## src/rtl/psq_pkg.sv

```systemverilog
// Constants and types for the power sequence timing block
package psq_pkg;
  localparam int CLK_MHZ = 125;
  localparam int CW = 29;

  // Register indices; byte address is four times the index
  localparam logic [9:0] IDX_TIMING = 10'h071;
  localparam logic [9:0] IDX_HOLD = 10'h072;
  localparam logic [9:0] IDX_STATE = 10'h073;
  localparam logic [9:0] IDX_ISTS = 10'h074;
  localparam logic [9:0] IDX_IMSK = 10'h075;

  localparam logic [7:0] TIMING_RST = 8'h17;
  localparam logic [7:0] HOLD_RST = 8'h0c;
  localparam logic [3:0] IMSK_RST = 4'h0;

  // Times in microseconds
  localparam int HOLD0_US = 1000000;
  localparam int HOLD1_US = 1500000;
  localparam int HOLD2_US = 2000000;
  localparam int HOLD3_US = 3000000;
  localparam int WATCH1_US = 500;
  localparam int WATCH2_US = 1000;
  localparam int WATCH3_US = 2000;
  localparam int DLY1_US = 15000;
  localparam int DLY2_US = 31000;
  localparam int DLY3_US = 63000;
  localparam int DLY4_US = 95000;
  localparam int DLY5_US = 127000;

  localparam int HOLD0_CYC = HOLD0_US * CLK_MHZ;
  localparam int HOLD1_CYC = HOLD1_US * CLK_MHZ;
  localparam int HOLD2_CYC = HOLD2_US * CLK_MHZ;
  localparam int HOLD3_CYC = HOLD3_US * CLK_MHZ;
  localparam int WATCH1_CYC = WATCH1_US * CLK_MHZ;
  localparam int WATCH2_CYC = WATCH2_US * CLK_MHZ;
  localparam int WATCH3_CYC = WATCH3_US * CLK_MHZ;
  localparam int DLY1_CYC = DLY1_US * CLK_MHZ;
  localparam int DLY2_CYC = DLY2_US * CLK_MHZ;
  localparam int DLY3_CYC = DLY3_US * CLK_MHZ;
  localparam int DLY4_CYC = DLY4_US * CLK_MHZ;
  localparam int DLY5_CYC = DLY5_US * CLK_MHZ;

  // Interrupt event bit positions
  localparam int EV_ACCEPT = 0;
  localparam int EV_STANDBY = 1;
  localparam int EV_FAULT = 2;
  localparam int EV_READY = 3;

  typedef struct packed {
    logic [2:0] unused;
    logic [1:0] watch;
    logic [2:0] delay;
  } psq_timing_t;

  typedef struct packed {
    logic [3:0] unused;
    logic act_high;
    logic long_mode;
    logic [1:0] hold;
  } psq_hold_t;

  typedef struct packed {
    logic cyc;
    logic stb;
    logic we;
    logic [3:0] sel;
    logic [11:0] adr;
    logic [31:0] dat;
  } psq_wb_req_t;

  typedef enum logic [2:0] {
    ST_OFF = 3'h0,
    ST_HOLD = 3'h1,
    ST_WATCH = 3'h3,
    ST_STANDBY = 3'h2,
    ST_DELAY = 3'h6,
    ST_FAULT = 3'h7
  } psq_state_t;
endpackage

```

## src/rtl/psq_top.sv

```systemverilog
// Power sequence timing: button hold, rail watch window, restart delay
`timescale 1ns/1ps
module psq_top #(
  parameter int unsigned P_HOLD0 = psq_pkg::HOLD0_CYC,
  parameter int unsigned P_HOLD1 = psq_pkg::HOLD1_CYC,
  parameter int unsigned P_HOLD2 = psq_pkg::HOLD2_CYC,
  parameter int unsigned P_HOLD3 = psq_pkg::HOLD3_CYC,
  parameter int unsigned P_WATCH1 = psq_pkg::WATCH1_CYC,
  parameter int unsigned P_WATCH2 = psq_pkg::WATCH2_CYC,
  parameter int unsigned P_WATCH3 = psq_pkg::WATCH3_CYC,
  parameter int unsigned P_DLY1 = psq_pkg::DLY1_CYC,
  parameter int unsigned P_DLY2 = psq_pkg::DLY2_CYC,
  parameter int unsigned P_DLY3 = psq_pkg::DLY3_CYC,
  parameter int unsigned P_DLY4 = psq_pkg::DLY4_CYC,
  parameter int unsigned P_DLY5 = psq_pkg::DLY5_CYC
) (
  input wire logic clk_i,
  input wire logic rst_i,
  input wire psq_pkg::psq_wb_req_t wb_req_i,
  output logic [31:0] wb_dat_o,
  output logic wb_ack_o,
  input wire logic power_button_i,
  input wire logic io_rail_power_good_i,
  input wire logic power_off_done_i,
  output psq_pkg::psq_state_t seq_state_o,
  output logic irq_o
);
  import psq_pkg::*;

  psq_state_t state_ff;
  psq_state_t nxt_state;
  psq_timing_t timing_ff;
  psq_hold_t hold_ff;
  logic [3:0] ists_ff;
  logic [3:0] imsk_ff;
  logic [CW-1:0] cnt_ff;
  logic [CW-1:0] nxt_cnt;
  logic ack_ff;
  logic [31:0] dat_ff;

  // Bus decode
  wire [9:0] idx = wb_req_i.adr[11:2];
  wire req = wb_req_i.cyc & wb_req_i.stb;
  wire wr_en = req & ack_ff & wb_req_i.we & wb_req_i.sel[0];
  wire wr_timing = wr_en && (idx == IDX_TIMING);
  wire wr_hold = wr_en && (idx == IDX_HOLD);
  wire wr_ists = wr_en && (idx == IDX_ISTS);
  wire wr_imsk = wr_en && (idx == IDX_IMSK);
  wire [7:0] wdat = wb_req_i.dat[7:0];
  wire [7:0] state_word = {3'h0, power_button_i, io_rail_power_good_i, state_ff};
  // Unmapped indices answer with zero
  wire [31:0] rd_word =
    (idx == IDX_TIMING) ? {24'h0, timing_ff} :
    (idx == IDX_HOLD) ? {24'h0, hold_ff} :
    (idx == IDX_STATE) ? {24'h0, state_word} :
    (idx == IDX_ISTS) ? {28'h0, ists_ff} :
    (idx == IDX_IMSK) ? {28'h0, imsk_ff} : 32'h0;

  // Selected limits
  wire [CW-1:0] hold_lim =
    (hold_ff.hold == 2'h0) ? CW'(P_HOLD0) :
    (hold_ff.hold == 2'h1) ? CW'(P_HOLD1) :
    (hold_ff.hold == 2'h2) ? CW'(P_HOLD2) : CW'(P_HOLD3);
  wire [CW-1:0] watch_lim =
    (timing_ff.watch == 2'h1) ? CW'(P_WATCH1) :
    (timing_ff.watch == 2'h2) ? CW'(P_WATCH2) : CW'(P_WATCH3);
  // Codes 6 and 7 fall back to the longest wait
  wire [CW-1:0] dly_lim =
    (timing_ff.delay == 3'h1) ? CW'(P_DLY1) :
    (timing_ff.delay == 3'h2) ? CW'(P_DLY2) :
    (timing_ff.delay == 3'h3) ? CW'(P_DLY3) :
    (timing_ff.delay == 3'h4) ? CW'(P_DLY4) : CW'(P_DLY5);

  wire btn_act = hold_ff.act_high ? power_button_i : ~power_button_i;
  wire hold_done = (cnt_ff == hold_lim - 1'b1);
  wire watch_unlim = (timing_ff.watch == 2'h0);
  wire watch_done = ~watch_unlim && (cnt_ff == watch_lim - 1'b1);
  wire dly_zero = (timing_ff.delay == 3'h0);
  wire dly_done = (cnt_ff == dly_lim - 1'b1);
  psq_state_t off_next;
  assign off_next = dly_zero ? ST_OFF : ST_DELAY;

  always_comb begin
    nxt_state = state_ff;
    case (state_ff)
      ST_OFF: begin
        if (btn_act) begin
          nxt_state = hold_ff.long_mode ? ST_HOLD : ST_WATCH;
        end
      end
      ST_HOLD: begin
        if (!btn_act) begin
          nxt_state = ST_OFF;
        end else if (hold_done) begin
          nxt_state = ST_WATCH;
        end
      end
      ST_WATCH: begin
        // Power-good wins over a same-cycle expiry
        if (io_rail_power_good_i) begin
          nxt_state = ST_STANDBY;
        end else if (watch_done) begin
          nxt_state = ST_FAULT;
        end
      end
      ST_STANDBY, ST_FAULT: begin
        if (power_off_done_i) begin
          nxt_state = psq_state_t'(off_next);
        end
      end
      ST_DELAY: begin
        if (dly_done) begin
          nxt_state = ST_OFF;
        end
      end
      default: nxt_state = ST_OFF;
    endcase
  end

  // Counter restarts on every state change and rests in idle states
  wire timed = (state_ff == ST_HOLD) || (state_ff == ST_WATCH) || (state_ff == ST_DELAY);
  assign nxt_cnt = (timed && nxt_state == state_ff) ? cnt_ff + 1'b1 : '0;

  // Events; a set in the clearing cycle survives
  wire entering = (nxt_state != state_ff);
  wire [3:0] ev;
  assign ev[EV_ACCEPT] = entering && nxt_state == ST_WATCH;
  assign ev[EV_STANDBY] = entering && nxt_state == ST_STANDBY;
  assign ev[EV_FAULT] = entering && nxt_state == ST_FAULT;
  assign ev[EV_READY] = entering && nxt_state == ST_OFF && state_ff != ST_HOLD;
  wire [3:0] nxt_ists = (ists_ff & ~(wr_ists ? wdat[3:0] : 4'h0)) | ev;

  always_ff @(posedge clk_i) begin
    if (rst_i) begin
      state_ff <= ST_OFF;
      cnt_ff <= '0;
      ists_ff <= 4'h0;
    end else begin
      state_ff <= nxt_state;
      cnt_ff <= nxt_cnt;
      ists_ff <= nxt_ists;
    end
  end

  // Settings take effect on the edge where the master samples ack
  always_ff @(posedge clk_i) begin
    if (rst_i) begin
      timing_ff <= psq_timing_t'(TIMING_RST);
      hold_ff <= psq_hold_t'(HOLD_RST);
      imsk_ff <= IMSK_RST;
    end else begin
      if (wr_timing) begin
        timing_ff <= psq_timing_t'({3'h0, wdat[4:0]});
      end
      if (wr_hold) begin
        hold_ff <= psq_hold_t'({4'h0, wdat[3:0]});
      end
      if (wr_imsk) begin
        imsk_ff <= wdat[3:0];
      end
    end
  end

  always_ff @(posedge clk_i) begin
    if (rst_i) begin
      ack_ff <= 1'b0;
      dat_ff <= 32'h0;
    end else begin
      ack_ff <= req & ~ack_ff;
      if (req & ~ack_ff) begin
        dat_ff <= rd_word;
      end
    end
  end

  assign wb_ack_o = ack_ff;
  assign wb_dat_o = dat_ff;
  assign seq_state_o = state_ff;
  assign irq_o = |(ists_ff & imsk_ff);
endmodule // psq_top

```

## config.mk

```make
export PLATFORM = sky130hd
export DESIGN_NAME = psq_top
export DESIGN_NICKNAME = d
export VERILOG_FILES = /design/src/rtl/psq_pkg.sv /design/src/rtl/psq_top.sv
export SDC_FILE = /design/constraint.sdc
export NUM_CORES = 1
export LEC_CHECK = 0
export BUFFER_PORTS_ARGS = -buffer_cell sky130_fd_sc_hd__buf_2
export CORE_ASPECT_RATIO = 1.2
export CORE_MARGIN = 2
export CORE_UTILIZATION = 45
export CTS_CLUSTER_DIAMETER = 200
export CTS_CLUSTER_SIZE = 10
export DETAILED_ROUTE_END_ITERATION = 10
export GPL_ROUTABILITY_DRIVEN = 0
export PLACE_DENSITY = 0.72
export SLEW_MARGIN = 20
export SYNTH_ARGS = -nofsm -noshare
export SYNTH_HDL_FRONTEND = slang
export SYNTH_SLANG_ARGS = --single-unit
```

## constraint.sdc

```tcl
create_clock -name clk_i -period 2.2 [get_ports clk_i]
set_input_delay 0.22 -clock clk_i [delete_from_list [all_inputs] [get_ports clk_i]]
set_output_delay 0.22 -clock clk_i [all_outputs]
set_load 0.005 [all_outputs]
```

### Word level (Yosys, flattened, before mapping)

Index checks and enable logic that the tools add are counted.
Widths: inputs -> output; s select.

* bits in registers: 82
* input bits: 56

* add/sub/neg operators: 4
* equality and inequality tests: 27
* mux-type cells: 26
* bitwise logic cells: 13
* reduce and logical (&&, ||, !) cells: 21

Operators by type and width (count)
* $eq 29x29->1: 3
* $mux 29: 3
* $mux 24: 3
* $eq 10x7->1 const B: 5
* $mux 18: 2
* $add 29x1->29 const B: 1
* $sub 29x1->29 const B: 1
* $sub 24x1->25 const B: 1
* $mux 3: 8
* $mux 23: 1
* $sub 18x1->19 const B: 1
* $eq 3x2->1 const B: 6
* $mux 5: 3
* $pmux 3 s5: 1
* $eq 3x3->1 const B: 4
* $mux 4: 3
* $logic_and 1x1->1: 11
* $logic_not 3->1: 3
* $and 4x4->4: 2
* $eq 3x1->1 const B: 2
* $and 1x1->1: 5
* $eq 2x1->1 const B: 2
* $eq 2x2->1 const B: 2
* $logic_not 2->1: 2
* other kinds (11): 16

### Logic depth before layout (Yosys ltp)

* depth after elaboration: 13
* depth in mapped cells: 10

### Least setup slack after synthesis

OpenSTA, ideal clock, no wires.

* path type: register to register
* start point: register hold_ff[0] (netlist bit)
* end point: register cnt_ff[18]
* arrival time: 2.303 ns
* data required time: 2.070 ns
* path slack: -0.234 ns
* cell stages (with the launch flop): 11
* buffers on the path: 2
* period minus slack after synthesis: 2.434 ns
* cells stage by stage: dfxtp_1 > inv_1 > ha_1 > or4_1 > mux2i_1 > and4b_1 > a31oi_1 > nand4b_1 > buf_2 > clkbuf_1 > a31oi_1

* cells in the longest elaborated chain, start to end: 13
* elaborated cells on any way between the ends: 15
* classes of those cells: add/sub: 1; eq/ne: 4; mux: 6; bitwise: 1; reduce/logical: 3

Ends and longest elaborated chain
* from (decl): RTL line psq_top.sv:33 `psq_hold_t hold_ff;`
* from (signal assigned): RTL line psq_top.sv:149 `hold_ff <= psq_hold_t'(HOLD_RST);`
* from (signal assigned): RTL line psq_top.sv:156 `hold_ff <= psq_hold_t'({4'h0, wdat[3:0]});`
* $eq 2x2->1: RTL line psq_top.sv:63 `(hold_ff.hold == 2'h2) ? CW'(P_HOLD2) : CW'(P_HOLD3);`
* $mux 29: RTL line psq_top.sv:63
* $mux 29: RTL line psq_top.sv:62 `(hold_ff.hold == 2'h1) ? CW'(P_HOLD1) :`
* $mux 29 (*): RTL line psq_top.sv:61 `(hold_ff.hold == 2'h0) ? CW'(P_HOLD0) :`
* $sub 29x1->29 (*): RTL line psq_top.sv:75 `wire hold_done = (cnt_ff == hold_lim - 1'b1);`
* $eq 29x29->1 (*): RTL line psq_top.sv:75
* $mux 3 (*): RTL line psq_top.sv:94 `end else if (hold_done) begin`
* $mux 3 (*): RTL line psq_top.sv:92 `if (!btn_act) begin`
* $pmux 3 s5 (*): RTL line psq_top.sv:85 `case (state_ff)`
* $eq 3x3->1 (*): RTL line psq_top.sv:122 `assign nxt_cnt = (timed && nxt_state == state_ff) ? cnt_ff + 1'b1 : '0;`
* $logic_and 1x1->1 (*): RTL line psq_top.sv:122
* $not 1->1 (no line) (*)
* $reduce_or 2->1 (no line) (*)
* to (signal assigned): RTL line psq_top.sv:140 `cnt_ff <= nxt_cnt;`
* to (decl): RTL line psq_top.sv:36 `logic [CW-1:0] cnt_ff;`

Mark *: on every way between the ends. The rest lies on a longest branch, timed or not.
A chain may end at the register's enable or synchronous reset.

### Final worst setup path

* start point: register timing_ff[1] (netlist bit)
* end point: register cnt_ff[7]

* cells in the longest elaborated chain, start to end: 13
* elaborated cells on any way between the ends: 19
* classes of those cells: add/sub: 1; eq/ne: 6; mux: 8; bitwise: 1; reduce/logical: 3

Ends and longest elaborated chain
* from (decl): RTL line psq_top.sv:32 `psq_timing_t timing_ff;`
* from (signal assigned): RTL line psq_top.sv:148 `timing_ff <= psq_timing_t'(TIMING_RST);`
* from (signal assigned): RTL line psq_top.sv:153 `timing_ff <= psq_timing_t'({3'h0, wdat[4:0]});`
* $eq 3x3->1: RTL line psq_top.sv:72 `(timing_ff.delay == 3'h4) ? CW'(P_DLY4) : CW'(P_DLY5);`
* $mux 23: RTL line psq_top.sv:72
* $mux 24: RTL line psq_top.sv:71 `(timing_ff.delay == 3'h3) ? CW'(P_DLY3) :`
* $mux 24: RTL line psq_top.sv:70 `(timing_ff.delay == 3'h2) ? CW'(P_DLY2) :`
* $mux 24: RTL line psq_top.sv:69 `(timing_ff.delay == 3'h1) ? CW'(P_DLY1) :`
* $sub 24x1->25: RTL line psq_top.sv:79 `wire dly_done = (cnt_ff == dly_lim - 1'b1);`
* $eq 29x29->1: RTL line psq_top.sv:79
* $mux 3: RTL line psq_top.sv:112 `if (dly_done) begin`
* $pmux 3 s5 (*): RTL line psq_top.sv:85
* $eq 3x3->1 (*): RTL line psq_top.sv:122
* $logic_and 1x1->1 (*): RTL line psq_top.sv:122
* $not 1->1 (no line) (*)
* $reduce_or 2->1 (no line) (*)

Marks and branches as above.

==> summary.txt <==
Setup path
  – Critical Path Sink: cnt_ff[7]
  – Top fanout value on the critical path: 15
  – Endpoint class of the critical path: flop
  – WP data arrival: between 2 and 3 ns
  – Critical Path Source: timing_ff[1]
  – Terminus of the critical flop-to-flop path: cnt_ff[7]
  – Register-to-Register Setup Slack: -0.21 ns
  – Required time reported for the critical path endpoint: between 2 and 2.5 ns
  – Worst R2R Start: timing_ff[1]
  – Classification of the worst setup path: reg2reg
  – Startpoint class of the critical path: flop
  – R2R depth: 7

Synth
  – Library cell with the largest summed area after synthesis: sky130_fd_sc_hd__dfxtp_1
  – Most area-consuming cells after synthesis: sky130_fd_sc_hd__dfxtp_1 (29%), sky130_fd_sc_hd__buf_4 (5.3%), sky130_fd_sc_hd__a31oi_1 (5.2%)
  – Ys Warns: 0
  – Share of Yosys cell area claimed by the top area cell type: 0.2866
  – Mean Syn Cell Area: ~8 sq um
  – Main synth FF type: sky130_fd_sc_hd__dfxtp_1
  – Share of synthesized area occupied by flip-flops and latches: 0.2866
  – Syn Inst Count: 472
  – Post-synth EDFFs: 0
  – Async set-or-reset flop fraction in the synthesized netlist: 0
  – Total of flip-flops plus latches after synthesis: between 50 and 60
  – Post-Syn Area: 3842 sq um
  – Count of different cell masters after synthesis: just under 60

Global routing
  – Aggregate global routing overflow: 0
  – Maximum number of pins on one net before global-route repair: 31
  – Vias in the first global route: roughly 3500
  – Wire length of the first global-routing pass: 17.30 mm
  – GRT Util Overall: 0.2313
  – Antenna violations before repair: 0

Clock network
  – Worst-path clk slew: 0.11 ns
  – Clock insertion delay at the later pin of the skew report: between 0.3 and 0.4 ns
  – CTS tree: done
  – Clock tree buffer depth: 2
  – Cts-stage hold buffer count: 0
  – Sinks on Clock Net: 55
  – Library cell used as clock root buffer: sky130_fd_sc_hd__clkbuf_8
  – Number of CTS-inserted buffers: 5
  – H-tree depth: 2

Final layout
  – Number of antenna cells inserted: 0
  – Final core utilization: 0.5607
  – Most frequent standard cell in the layout excluding fill and tap cells: sky130_fd_sc_hd__buf_4
  – Relative area change from synthesis to final layout: 19.64%
  – Nets: between 600 and 700
  – Commonest cells after routing, fill and taps aside: sky130_fd_sc_hd__buf_4 (64), sky130_fd_sc_hd__dfxtp_1 (51), sky130_fd_sc_hd__nor2_1 (35)
  – Area used by multi-input combinational logic: roughly 2500 sq um
  – Sequential cell area: 1106 sq um
  – Fraction of final layout cells with drive strength greater than 1: 0.2422
  – Filler cell count in the final layout: 783
  – Post-route cell area: 4597 sq um

Power and ir drop
  – Standby leakage power: ~1.8 nW
  – Tot Pwr: between 1.5 and 2 mW
  – Worst IR drop on VDD: 0.0003277 V
  – Power per Cell Area: 381.0 nW/um^2

Place
  – IO Port Bufs: 33
  – Placed wire-length estimate after detailed placement: 7.861 mm
  – Placed cell areas: roughly 4400 sq um

STA
  – Final total negative setup slack: -5.948 ns
  – Maximum frequency from static timing analysis: between 400 and 500 MHz
  – Slew of the pin with the lowest slew margin: approximately 0.54 ns
  – Setup Skew: roughly 0.017 ns
  – Final max-slew violation count: 0
  – Final-report setup violation count: 33
  – Setup repair after global routing missed its margin: true
  – Post-route minimum period: between 2 and 2.5 ns
  – Post-route setup slack: -0.2092 ns
  – Final hold violation count: 0
  – Period utilization: 1.095
  – Worst hold margin: ~0.14 ns
  – Worst slew margin relative to its limit: 0.6403

Routing
  – Detailed Routing Iterations Pass 1: 5
  – DRC errors left: 0
  – DR vias/cell: roughly 5.8
  – Number of vias in the routed layout: 3795
  – DRT iter0 DRCs: 295
  – Total detailed-routing wirelength: between 10 and 15 mm
  – Detailed-route wire length per cell: about 16 um
  – Post-DRT Antenna Nets: 0

Status
  – Violated checks: setup timing
  – Status: finished, violations left

Die
  – Starting utilization of the core area: 0.4687
  – Area of the core: 8198 sq um
  – Chip Width: around 90 um
  – Vert. Die Dim: around 110 um
  – Boundary pin count: 93
  – Cell Rows: 36
  – Die area: slightly above 9000 sq um

Min path
  – Hold/Removal Path Class: in2reg

Flow run
  – Max-cap viol count: 0
-- kinds of logic (layout without fill, tap and decap cells) --
family | count (synthesis) | count (layout) | share of synthesized area
AO/OA/AOI/OAI | 102 | 102 | 0.1804
XOR/XNOR | 34 | 34 | 0.07750
adder cells (fa/ha/maj) | 14 | 14 | 0.04526
buffers and inverters | 80 | 127 | 0.1097
flip-flops | 55 | 55 | 0.2866
multiplexers | 15 | 15 | 0.04005
other | 1 | 27 | 0.0009759
AND/OR/NAND/NOR | 171 | 171 | 0.2595
-- Yosys cell counts, types with 4 or more instances --
cell type                   n
sky130_fd_sc_hd__or4_1      4
sky130_fd_sc_hd__nand2b_1   6
sky130_fd_sc_hd__a21oi_1   17
sky130_fd_sc_hd__nor2_1    35
sky130_fd_sc_hd__nor4_1     8
sky130_fd_sc_hd__o21ai_0   16
sky130_fd_sc_hd__inv_1     18
sky130_fd_sc_hd__nor3_1     8
sky130_fd_sc_hd__nor4bb_1   4
sky130_fd_sc_hd__and4b_1    4
sky130_fd_sc_hd__nand2_1   28
sky130_fd_sc_hd__dfxtp_1   55
sky130_fd_sc_hd__nand4_1   10
sky130_fd_sc_hd__nor4b_1    6
sky130_fd_sc_hd__a31oi_1   32
sky130_fd_sc_hd__a211o_1    7
sky130_fd_sc_hd__ha_1      13
sky130_fd_sc_hd__and3_1     5
sky130_fd_sc_hd__nand3b_1   5
sky130_fd_sc_hd__nor2b_1    5
sky130_fd_sc_hd__a22oi_1    4
sky130_fd_sc_hd__buf_4     27
sky130_fd_sc_hd__nand3_1   14
sky130_fd_sc_hd__xnor2_1   12
sky130_fd_sc_hd__xor2_1    22
sky130_fd_sc_hd__and3b_1    6
sky130_fd_sc_hd__clkbuf_1  29
sky130_fd_sc_hd__buf_2      4
sky130_fd_sc_hd__mux2i_1   12
sky130_fd_sc_hd__o211ai_1   5
sky130_fd_sc_hd__nor3b_1    7
-- per-layer routing --
layer / up-vias / global-route usage / routed length, um
met5: - / 0 / 0
met3: 42 / 0.02584 / 633
met4: 0 / 0.1212 / 544
met1: 1779 / 0.2927 / 4254
met2: 174 / 0.3792 / 5301
li1: 1800 / - / -
-- worst min-delay path by stage --
stage / cells past startpoint / from / slack [ns] / end
global placement: 2 / wb_dat_o[4] / 0.44 / wb_dat_o[4]
detailed placement: 2 / wb_dat_o[1] / 0.45 / wb_dat_o[1]
finish: 3 / wb_req_i[0] / 0.14 / imsk_ff[0]
floorplan: 2 / wb_req_i[1] / 0.36 / hold_ff[1]
global route: 3 / wb_req_i[0] / 0.17 / imsk_ff[0]
CTS: 3 / wb_req_i[0] / 0.14 / imsk_ff[0]
-- timing repair --
item | in CTS | in global routing
buffers inserted | 1 | 0
hold endpoints to repair | 0 | 0
pin swaps | 1 | 2
endpoints found under the setup margin | 33 | 33
gates resized for setup | 4 | 4
cloned | 0 | 1
-- critical path, cell delays in order, from the launching register on --
cell	delay (ns)
sky130_fd_sc_hd__dfxtp_2	0.36
sky130_fd_sc_hd__maj3_2	0.31
sky130_fd_sc_hd__or4_1	0.49
sky130_fd_sc_hd__a32o_2	0.27
sky130_fd_sc_hd__a2111oi_4	0.38
sky130_fd_sc_hd__or3_4	0.24
sky130_fd_sc_hd__buf_12	0.15
sky130_fd_sc_hd__a31oi_1	0.10
-- power breakdown --
group	leakage, nW	switching [mW]	internal, mW	total [mW]
Clock	0.0463	0.395	0.235	0.630
Combinational	1.28	0.0726	0.0444	0.117
Sequential	0.443	0.00284	1.00	1.00
-- sequential cells by signal, indices dropped and copies added, names as in the netlist --
register and flops:
seq_state_o 3, cnt_ff 29, hold_ff 4, ists_ff 4, imsk_ff 4, wb_dat_o 5
timing_ff 5, wb_ack_o 1
-- cell type report --
cell class | instances | share of cell area
Inverter | 18 | 0.01470
Sequential cell | 55 | 0.2406
Clock inverter | 3 | 0.005988
Clock buffer | 5 | 0.01497
Timing Repair Buffer | 101 | 0.1590
Multi-Input combinational cell | 363 | 0.5337
Tap cell | 114 | 0.03103
-- through the flow --
stage	setup slack (ns)	instances
floorplan	-0.07871	498
global placement	-0.1311	649
detailed placement	-0.1673	649
CTS	-0.1878	658
global route	-0.2686	659
finish	-0.2092	659
No activity file was read; power rests on OpenSTA's default activity.
